File: src/design/mhbs_pkg.sv
// shared constants and types of the motor holding brake sequencer
`default_nettype none

package mhbs_pkg;

    // ==========================================================
    // clock and timer resolution
    localparam int CLK_HZ   = 10_000_000;
    localparam int TICK_MS  = 10;                      // timer step
    localparam int TICK_CYC = CLK_HZ / 1000 * TICK_MS; // cycles per step
    localparam int TW       = 15;                      // timer setting width
    localparam int FW       = 10;                      // frequency width, Hz

    // ==========================================================
    // times in ms as printed, and in timer steps
    localparam int MAG_RST_MS   = 1000;
    localparam int MAG_MAX_MS   = 20000;
    localparam int OPEN_RST_MS  = 100;
    localparam int OPEN_MAX_MS  = 20000;
    localparam int HOLD_RST_MS  = 100;
    localparam int HOLD_MAX_MS  = 20000;
    localparam int WATCH_RST_MS = 4000;
    localparam int WATCH_MAX_MS = 300000;
    localparam int MAG_RST      = MAG_RST_MS / TICK_MS;
    localparam int MAG_MAX      = MAG_MAX_MS / TICK_MS;
    localparam int OPEN_RST     = OPEN_RST_MS / TICK_MS;
    localparam int OPEN_MAX     = OPEN_MAX_MS / TICK_MS;
    localparam int HOLD_RST     = HOLD_RST_MS / TICK_MS;
    localparam int HOLD_MAX     = HOLD_MAX_MS / TICK_MS;
    localparam int WATCH_RST    = WATCH_RST_MS / TICK_MS;
    localparam int WATCH_MAX    = WATCH_MAX_MS / TICK_MS;
    localparam int FREQ_RST_HZ  = 0;
    localparam int FREQ_MAX_HZ  = 650;

    // ==========================================================
    // register byte offsets
    localparam logic [7:0] A_ACCESS = 8'h00;
    localparam logic [7:0] A_MODE   = 8'h04;
    localparam logic [7:0] A_MAG    = 8'h08;
    localparam logic [7:0] A_OPEN   = 8'h0C;
    localparam logic [7:0] A_HOLD   = 8'h10;
    localparam logic [7:0] A_WATCH  = 8'h14;
    localparam logic [7:0] A_FREQ   = 8'h18;
    localparam logic [7:0] A_FORCE  = 8'h1C;
    localparam logic [7:0] A_STATUS = 8'h20;
    localparam logic [7:0] A_ISTAT  = 8'h24;
    localparam logic [7:0] A_IMASK  = 8'h28;

    // ==========================================================
    // field encodings and positions
    localparam logic [1:0] MODE_LOCKED = 2'h0;
    localparam logic [1:0] MODE_ON     = 2'h1;
    localparam logic [1:0] MODE_BOOST  = 2'h2;
    localparam logic [1:0] LVL_RST     = 2'h1;
    localparam logic [1:0] LVL_EXT     = 2'h2;
    localparam logic [1:0] LVL_EXPERT  = 2'h3;
    localparam int SB_ENGAGED = 0;
    localparam int SB_RELEASE = 1;
    localparam int SB_PULSE   = 2;
    localparam int SB_STATE   = 4;
    localparam int IW          = 4;
    localparam int IRQ_OPENED  = 0;
    localparam int IRQ_CLOSED  = 1;
    localparam int IRQ_TIMEOUT = 2;
    localparam int IRQ_COAST   = 3;

    // sequencer states
    typedef enum logic [2:0] {
        ST_IDLE, ST_MAGN, ST_OPEN, ST_RUN, ST_STOP, ST_HOLD
    } mhbs_state_t;

endpackage

`default_nettype wire

File: src/design/mhbs_tick.sv
// timer step pulse generator
`default_nettype none

module mhbs_tick #(
    parameter int unsigned CYC = 100
) (
    // clock and reset
    input  wire logic clk,
    input  wire logic rst,
    // step pulse
    output logic      tick
);
    localparam int CW = $clog2(CYC + 1);
    logic [CW-1:0] cnt_q;

    // free running divider
    always_ff @(posedge clk) begin
        if (rst || cnt_q == CW'(CYC - 1)) begin
            cnt_q <= '0;
        end else begin
            cnt_q <= cnt_q + 1'b1;
        end
    end

    assign tick = (cnt_q == CW'(CYC - 1));
endmodule

`default_nettype wire

File: src/design/mhbs_timer.sv
// loadable down counter stepped by the timer pulse
`default_nettype none

module mhbs_timer
    import mhbs_pkg::*;
(
    // clock and reset
    input  wire logic          clk,
    input  wire logic          rst,
    // control
    input  wire logic          tick,
    input  wire logic          load,
    input  wire logic [TW-1:0] value,
    // status
    output logic               done
);
    logic [TW-1:0] cnt_q;

    // load on state entry with one spare step, so a setting never ends early
    always_ff @(posedge clk) begin
        if (rst) begin
            cnt_q <= '0;
        end else if (load) begin
            cnt_q <= value + 1'b1;
        end else if (tick && cnt_q != '0) begin
            cnt_q <= cnt_q - 1'b1;
        end
    end

    // no load term: load is decoded from done and must not feed back
    assign done = (cnt_q == '0);
endmodule

`default_nettype wire

File: src/design/mhbs_top.sv
// motor holding brake sequencer with apb registers
//
// Operation
// - coast stop closes the brake at once, ignoring closing time and speed
// - enable selector: 0 locked (reset), 1 enabled, 2 enabled with boost
// - magnetizing time 0..20 s, reset 1 s, nonzero while brake used
// - minimum frequency 0..650 Hz, reset 0, floors the commanded frequency
// - opening delay 0..20 s, reset 0.1 s, wait before release
// - runout hold 0..20 s, reset 0.1 s, hold after brake close
// - zero-speed watch time 0..300 s, reset 4 s
// - force release 1 clears engaged flag and opens brake, even unpowered
// - force release writable only at access level 3
// - brake settings writable only at access level 2 or more
//
// Our own choices: the APB register port and the register offsets.
`default_nettype none

module mhbs_top
    import mhbs_pkg::*;
#(
    parameter int unsigned TICK_CYCLES = TICK_CYC
) (
    // clock and reset
    input  wire logic          clk,
    input  wire logic          rst,
    // apb slave
    input  wire logic          psel,
    input  wire logic          penable,
    input  wire logic          pwrite,
    input  wire logic [7:0]    paddr,
    input  wire logic [31:0]   pwdata,
    output logic [31:0]        prdata,
    output logic               pready,
    output logic               pslverr,
    // drive commands from pins
    input  wire logic          run_command,
    input  wire logic          ramp_stop_command,
    input  wire logic          fast_stop_command,
    input  wire logic          coast_stop_command,
    // speed path, same clock
    input  wire logic          zero_speed,
    input  wire logic [FW-1:0] freq_setpoint,
    // drive outputs
    output logic               brake_release_out,
    output logic               brake_boost_out,
    output logic               brake_engaged_flag,
    output logic               pulse_enable,
    output logic               ramp_enable,
    output logic [FW-1:0]      freq_command,
    output logic               irq
);

    // ==========================================================
    // decoding helpers

    // address holds a register
    function automatic logic reg_hit(input logic [7:0] a);
        return a inside {A_ACCESS, A_MODE, A_MAG, A_OPEN, A_HOLD, A_WATCH,
                         A_FREQ, A_FORCE, A_STATUS, A_ISTAT, A_IMASK};
    endfunction

    // write accepted for this level and value
    function automatic logic wr_ok(input logic [7:0] a, input logic [31:0] d,
                                   input logic [1:0] lvl, input logic [1:0] md,
                                   input logic [TW-1:0] mag);
        logic ext;
        ext = (lvl >= LVL_EXT);
        unique case (a)
            A_ACCESS: wr_ok = (d <= 32'(LVL_EXPERT));
            A_MODE:   wr_ok = ext && d <= 32'(MODE_BOOST)
                              && (d[1:0] == MODE_LOCKED || mag != '0);
            A_MAG:    wr_ok = ext && d <= 32'(MAG_MAX)
                              && (d != '0 || md == MODE_LOCKED);
            A_OPEN:   wr_ok = ext && d <= 32'(OPEN_MAX);
            A_HOLD:   wr_ok = ext && d <= 32'(HOLD_MAX);
            A_WATCH:  wr_ok = ext && d <= 32'(WATCH_MAX);
            A_FREQ:   wr_ok = ext && d <= 32'(FREQ_MAX_HZ);
            A_FORCE:  wr_ok = (lvl == LVL_EXPERT) && d <= 32'h1;
            A_IMASK:  wr_ok = 1'b1;
            default:  wr_ok = 1'b0;
        endcase
    endfunction

    // ==========================================================
    // signals

    logic [3:0]    pin_s1_q;
    logic [3:0]    pin_s2_q;
    logic          run_s, ramp_s, fast_s, coast_s;
    logic [1:0]    lvl_q;
    logic [1:0]    mode_q;
    logic [TW-1:0] mag_q, open_q, hold_q, watch_q;
    logic [FW-1:0] floor_q;
    logic          force_q;
    logic [IW-1:0] istat_q, imask_q, ev;
    logic [31:0]   prdata_q, rdata;
    logic          acc, wr_en, ok, rd_clr;
    mhbs_state_t   state_q, state_d;
    logic          go, t_load, t_done, tick, rel_d;
    logic [TW-1:0] t_val;
    logic          rel_q, boost_q, eng_q, pulse_q, ramp_q;
    logic [FW-1:0] freq_q;

    // ==========================================================
    // pin synchronisers

    // two flops on every command pin
    always_ff @(posedge clk) begin
        if (rst) begin
            pin_s1_q <= '0;
            pin_s2_q <= '0;
        end else begin
            pin_s1_q <= {coast_stop_command, fast_stop_command,
                         ramp_stop_command, run_command};
            pin_s2_q <= pin_s1_q;
        end
    end

    assign {coast_s, fast_s, ramp_s, run_s} = pin_s2_q;

    // ==========================================================
    // apb slave

    // zero wait state, error on unmapped or refused access
    assign acc     = psel && penable;
    assign ok      = wr_ok(paddr, pwdata, lvl_q, mode_q, mag_q);
    assign wr_en   = acc && pwrite && ok;
    assign rd_clr  = acc && !pwrite && paddr == A_ISTAT;
    assign pready  = 1'b1;
    assign pslverr = acc && (!reg_hit(paddr) || (pwrite && !ok));
    assign prdata  = prdata_q;

    // read mux
    always_comb begin
        rdata = '0;
        case (paddr)
            A_ACCESS: rdata[1:0]    = lvl_q;
            A_MODE:   rdata[1:0]    = mode_q;
            A_MAG:    rdata[TW-1:0] = mag_q;
            A_OPEN:   rdata[TW-1:0] = open_q;
            A_HOLD:   rdata[TW-1:0] = hold_q;
            A_WATCH:  rdata[TW-1:0] = watch_q;
            A_FREQ:   rdata[FW-1:0] = floor_q;
            A_FORCE:  rdata[0]      = force_q;
            A_STATUS: begin
                rdata[SB_ENGAGED]    = eng_q;
                rdata[SB_RELEASE]    = rel_q;
                rdata[SB_PULSE]      = pulse_q;
                rdata[SB_STATE +: 3] = state_q;
            end
            A_ISTAT:  rdata[IW-1:0] = istat_q;
            A_IMASK:  rdata[IW-1:0] = imask_q;
            default:  rdata = '0;
        endcase
    end

    // read data captured in the setup cycle
    always_ff @(posedge clk) begin
        if (rst) begin
            prdata_q <= '0;
        end else if (psel && !penable) begin
            prdata_q <= rdata;
        end
    end

    // ==========================================================
    // settings registers

    // writes pass only at the needed access level
    always_ff @(posedge clk) begin
        if (rst) begin
            lvl_q   <= LVL_RST;
            mode_q  <= MODE_LOCKED;
            mag_q   <= TW'(MAG_RST);
            open_q  <= TW'(OPEN_RST);
            hold_q  <= TW'(HOLD_RST);
            watch_q <= TW'(WATCH_RST);
            floor_q <= FW'(FREQ_RST_HZ);
            force_q <= 1'b0;
            imask_q <= '0;
        end else if (wr_en) begin
            case (paddr)
                A_ACCESS: lvl_q   <= pwdata[1:0];
                A_MODE:   mode_q  <= pwdata[1:0];
                A_MAG:    mag_q   <= pwdata[TW-1:0];
                A_OPEN:   open_q  <= pwdata[TW-1:0];
                A_HOLD:   hold_q  <= pwdata[TW-1:0];
                A_WATCH:  watch_q <= pwdata[TW-1:0];
                A_FREQ:   floor_q <= pwdata[FW-1:0];
                A_FORCE:  force_q <= pwdata[0];
                A_IMASK:  imask_q <= pwdata[IW-1:0];
                default:  ;
            endcase
        end
    end

    // ==========================================================
    // interrupts

    // sticky events, read clears only bits that were returned
    always_ff @(posedge clk) begin
        if (rst) begin
            istat_q <= '0;
        end else begin
            istat_q <= (istat_q & ~(rd_clr ? prdata_q[IW-1:0] : '0)) | ev;
        end
    end

    assign irq = |(istat_q & imask_q);

    // ==========================================================
    // sequencer

    mhbs_tick #(
        .CYC   (TICK_CYCLES)
    ) u_tick (
        .clk   (clk),
        .rst   (rst),
        .tick  (tick)
    );

    mhbs_timer u_timer (
        .clk   (clk),
        .rst   (rst),
        .tick  (tick),
        .load  (t_load),
        .value (t_val),
        .done  (t_done)
    );

    assign go = run_s && !ramp_s && !fast_s && !coast_s;

    // next state and events
    always_comb begin
        state_d = state_q;
        ev      = '0;
        unique case (state_q)
            ST_IDLE: if (go) state_d = ST_MAGN;
            ST_MAGN: begin
                if (!go) begin
                    state_d = ST_IDLE;
                end else if (t_done) begin
                    state_d = (mode_q == MODE_LOCKED) ? ST_RUN : ST_OPEN;
                end
            end
            ST_OPEN: begin
                if (!go) begin
                    state_d = ST_IDLE;
                end else if (t_done) begin
                    state_d         = ST_RUN;
                    ev[IRQ_OPENED]  = 1'b1;
                end
            end
            ST_RUN: if (!go) state_d = ST_STOP;
            ST_STOP: begin
                if (zero_speed || t_done) begin
                    state_d          = (mode_q == MODE_LOCKED) ? ST_IDLE : ST_HOLD;
                    ev[IRQ_CLOSED]   = (mode_q != MODE_LOCKED);
                    ev[IRQ_TIMEOUT]  = !zero_speed;
                end
            end
            ST_HOLD: if (t_done) state_d = ST_IDLE;
        endcase
        if (coast_s && state_q != ST_IDLE) begin
            state_d        = ST_IDLE;
            ev[IRQ_COAST]  = 1'b1;
        end
    end

    // timer load value for the state being entered
    always_comb begin
        t_load = (state_d != state_q);
        unique case (state_d)
            ST_MAGN: t_val = mag_q;
            ST_OPEN: t_val = open_q;
            ST_STOP: t_val = watch_q;
            ST_HOLD: t_val = hold_q;
            default: t_val = '0;
        endcase
    end

    // brake released in run and ramp down unless mode is locked, or when forced
    assign rel_d = ((mode_q != MODE_LOCKED)
                    && (state_d == ST_RUN || state_d == ST_STOP))
                   || force_q;

    // state register
    always_ff @(posedge clk) begin
        if (rst) begin
            state_q <= ST_IDLE;
        end else begin
            state_q <= state_d;
        end
    end

    // registered drive outputs
    always_ff @(posedge clk) begin
        if (rst) begin
            rel_q   <= 1'b0;
            boost_q <= 1'b0;
            eng_q   <= 1'b1;
            pulse_q <= 1'b0;
            ramp_q  <= 1'b0;
            freq_q  <= '0;
        end else begin
            rel_q   <= rel_d;
            boost_q <= rel_d && mode_q == MODE_BOOST;
            eng_q   <= !rel_d;
            pulse_q <= (state_d != ST_IDLE);
            ramp_q  <= (state_d == ST_RUN);
            freq_q  <= (state_d != ST_RUN) ? '0 :
                       (freq_setpoint < floor_q) ? floor_q : freq_setpoint;
        end
    end

    assign brake_release_out  = rel_q;
    assign brake_boost_out    = boost_q;
    assign brake_engaged_flag = eng_q;
    assign pulse_enable       = pulse_q;
    assign ramp_enable        = ramp_q;
    assign freq_command       = freq_q;
endmodule

`default_nettype wire

File: config.mk
export PLATFORM = sky130hd
export DESIGN_NAME = mhbs_top
export DESIGN_NICKNAME = d
export VERILOG_FILES = /design/src/design/mhbs_pkg.sv /design/src/design/mhbs_tick.sv /design/src/design/mhbs_timer.sv /design/src/design/mhbs_top.sv
export SDC_FILE = /design/constraint.sdc
export NUM_CORES = 1
export LEC_CHECK = 0
export ABC_CLOCK_PERIOD_IN_PS = 5350
export BUFFER_PORTS_ARGS = -buffer_cell sky130_fd_sc_hd__buf_4
export CORE_MARGIN = 2
export CORE_UTILIZATION = 58
export CTS_CLUSTER_SIZE = 16
export DETAILED_ROUTE_END_ITERATION = 10
export PLACE_DENSITY = 0.8
export SYNTH_ARGS = -nofsm -noshare
export SYNTH_HDL_FRONTEND = slang
export SYNTH_SLANG_ARGS = --single-unit
File: constraint.sdc
create_clock -name clk -period 5.35 [get_ports clk]
set_clock_uncertainty 0.1 [all_clocks]
set_input_delay 0.8025 -clock clk [delete_from_list [all_inputs] [get_ports clk]]
set_output_delay 0.8025 -clock clk [all_outputs]
set_load 0.1 [all_outputs]
==> results_dict.tcl <==
set metrics [dict create \
    status "finished, final reports clean" \
    cts.repair.resized 0 \
    arrival_time_at_the_worst_endpoint_ns 3.80 \
    cellLeakagePower_nw 3.597 \
    antenna_cells 0 \
    cts_root_buffer "sky130_fd_sc_hd__clkbuf_16" \
    globalplace.congestion 0.9190 \
    overall_die_area_mm2 0.01533 \
    grt_overflow_total 0 \
    syn-cell-area_mm2 0.008324 \
    post-place-cells 1206 \
    post_synth_most_frequent_cells "sky130_fd_sc_hd__nor2_1, sky130_fd_sc_hd__dfxtp_1, sky130_fd_sc_hd__mux2i_1" \
    ys_ff_latch 156 \
    synth_most_common_cell "sky130_fd_sc_hd__nor2_1" \
    clock.fmax_ghz 0.2125 \
    first_global_vias 7046 \
    max-clock-path-buffers 2 \
    clock_tree.htree_level_count 4 \
    vias 7704 \
    worstPathRequired_ns 4.45 \
    postCtsSetupBuffers 0 \
    combPwrFrac_pct 20.3 \
    timing.max_cap.violations 0 \
    vias_per_cell 6.223 \
    cts-buffers-inserted 17 \
    cp_max_fanout 8 \
    reg2reg_slack_ns 0.85 \
    clock_power_share_pct 39.1 \
    grt_pass1_wl_um 35960 \
    die_width_um 123.8 \
    drt_pass1_iterations 7 \
    finalCritPeriodShare_pct 87.96 \
    rows 43 \
    syn_to_final_growth_pct 16.04 \
    timing.slew.headroom_pct 35.33 \
    fraction_of_layout_instances_using_a_drive_strength_above_1_pct 15.88 \
    ios 110 \
    p_sw_mw 1.002 \
    cts.sink_count 156 \
    drt.antenna.violating_nets 0 \
    start_kind "input pin" \
    power.share.switching_pct 32.76 \
    rsz0062_at_grt "false" \
    report.final.hold_viol_count 0 \
    hold_class "reg2reg" \
    insertion_delay_ns 0.44 \
    type_of_destination_of_the_critical_path "output pin" \
    post_cts_hold_buffer_count 0 \
    finalNonFillerCells 1238 \
    dominantRegCellSynth "sky130_fd_sc_hd__dfxtp_1" \
    synth_edf_count 0 \
    finalMaxSlewViolations 0 \
    worst_slew_pin_slew_ns 0.9655 \
    timing_worst_setup_path_type "in2out" \
    internal_power_mw 2.056 \
    initialDrtViolationCount 916 \
    final_net_count 1117 \
    finalSetupViolCount 0 \
    p_per_area_mw_per_mm2 316.6 \
    post_synth_inst_count 975 \
    ys_top_cells_by_area "sky130_fd_sc_hd__dfxtp_1, sky130_fd_sc_hd__mux2i_1, sky130_fd_sc_hd__nor2_1, sky130_fd_sc_hd__a21oi_1, sky130_fd_sc_hd__nand3_1" \
    seq_power_share_pct 40.6 \
    fin_crit_ns 4.706 \
    yosys.area.top_type_share_pct 37.52 \
    hpwl_um 16200 \
    drt_wl_total_um 23210 \
    grt_max_degree 76 \
    number_of_remaining_drc_errors 0 \
    netlist_cell_types 73 \
    netlist.top_cell.by_area "sky130_fd_sc_hd__dfxtp_1" \
    yosysWarnings 0 \
    postSynth.asyncResetShare_pct 0 \
    port-buffer-count 91 \
    cts_tree "built" \
    n_fill_cell 1110 \
    initial_core_utilization_pct 59.74 \
    setup_total_negative_slack_ns 0 \
    antenna_found_initial 0 \
    synthesis.area_per_instance_um2 8.538 \
    placeableCoreArea_mm2 0.01393 \
    cts.clk_slew.worst_paths_ns 0.06 \
    ys_seq_area_share_pct 37.52 \
    routedWlPerCell_um 18.75 \
    overall_global_routing_resource_usage_pct 30.64 \
    die_y_um 123.8 \
    vdd.ir_drop.worst_mv 0.2564 \
]
-- cells in the final DEF (no fill, tap or decap), types with 7 or more instances in the layout --
cell type	instances
sky130_fd_sc_hd__nor4_1	15
sky130_fd_sc_hd__and2_1	18
sky130_fd_sc_hd__nand2_1	41
sky130_fd_sc_hd__mux2_2	7
sky130_fd_sc_hd__nor3_1	23
sky130_fd_sc_hd__nor2_1	158
sky130_fd_sc_hd__a211o_1	8
sky130_fd_sc_hd__nand2b_1	13
sky130_fd_sc_hd__and3_1	8
sky130_fd_sc_hd__a222oi_1	8
sky130_fd_sc_hd__a21oi_1	42
sky130_fd_sc_hd__o21ai_0	18
sky130_fd_sc_hd__xor2_1	20
sky130_fd_sc_hd__xnor2_1	15
sky130_fd_sc_hd__nand4_1	16
sky130_fd_sc_hd__dfxtp_1	156
sky130_fd_sc_hd__inv_1	24
sky130_fd_sc_hd__a21o_1	7
sky130_fd_sc_hd__mux2i_1	74
sky130_fd_sc_hd__and4_1	8
sky130_fd_sc_hd__nand3_1	36
sky130_fd_sc_hd__conb_1	18
sky130_fd_sc_hd__a221oi_1	14
sky130_fd_sc_hd__ha_1	12
sky130_fd_sc_hd__clkbuf_16	17
sky130_fd_sc_hd__a211oi_1	19
sky130_fd_sc_hd__nor2b_1	18
sky130_fd_sc_hd__a22oi_1	24
sky130_fd_sc_hd__buf_4	112
sky130_fd_sc_hd__o211ai_1	7
-- sequential cells by signal, summed over array words and instances (netlist names), 10 cells and up --
register and cells:
u_tick.cnt_q 17, hold_q 15, watch_q 15, freq_command 10, u_timer.cnt_q 15, prdata 15, open_q 15, mag_q 15
floor_q 10
-- cells by family after synthesis --
group | share of synthesized area (%)
simple gates | 23.54
compound gates | 17.65
flops | 37.52
buf+inv | 5.757
mux | 9.845
xor+xnor | 3.683
fa+ha+maj | 1.924
other cells | 0.09022
-- power groups by stage --
stage	clock network, mW	registers [mW]	logic (mW)
floorplan	0	1.30	0.444
global placement	0	1.27	0.602
detailed placement	0	1.27	0.611
CTS	1.20	1.24	0.613
global route	1.25	1.25	0.672
finish	1.19	1.24	0.622
-- layer usage --
layer | GRT usage [%] | share of wire (%) | vias up
met2 | 48.73 | 45 | 421
li1 | - | - | 3659
met5 | 0 | 0 | -
met3 | 8.150 | 9.4 | 61
met1 | 39.78 | 42 | 3563
met4 | 11.79 | 2.9 | 0
-- final timing paths --
path              depth (start not counted)          endpoint         startpoint
hold / removal                            1       pin_s2_q[3]        pin_s1_q[3]
hold reg to reg                           1       pin_s2_q[3]        pin_s1_q[3]
setup / recovery                         11           pslverr           paddr[4]
setup reg to reg                         15  u_timer.cnt_q[8]  u_timer.cnt_q[10]
-- final cells by class --
class                           instances  area [µm²]  share of cell area [%]
Clock inverter                         15       153.9                   1.593
Clock buffer                           17       425.4                   4.404
Sequential cell                       156        3123                   32.33
Multi-Input combinational cell        734        4801                   49.70
Inverter                               24       90.09                  0.9326
Tap cell                              180       225.2                   2.332
Timing Repair Buffer                  112       840.8                   8.705
-- through the flow --
stage	utilization [%]	cell area (µm²)	hold WS (ns)	power, mW	setup slack [ns]
floorplan	-	8384	0.3138	1.739	1.063
global placement	65.16	9080	0.3355	1.868	0.7174
detailed placement	65.16	9080	0.3368	1.877	0.6635
CTS	69.32	9659	0.3607	3.055	0.6482
global route	69.32	9659	0.3690	3.166	0.4978
finish	69.32	9659	0.3543	3.058	0.6440
-- critical path, stage by stage --
cell,delay [ns]
sky130_fd_sc_hd__buf_4,0.12
sky130_fd_sc_hd__or4_1,0.73
sky130_fd_sc_hd__or2_2,0.36
sky130_fd_sc_hd__a21oi_2,0.16
sky130_fd_sc_hd__o32a_1,0.17
sky130_fd_sc_hd__o21ai_1,0.07
sky130_fd_sc_hd__a2111o_1,0.57
sky130_fd_sc_hd__nand2_1,0.25
sky130_fd_sc_hd__o2111ai_1,0.13
sky130_fd_sc_hd__and3_1,0.21
sky130_fd_sc_hd__buf_4,0.23
(Power assumes the default switching activity.)
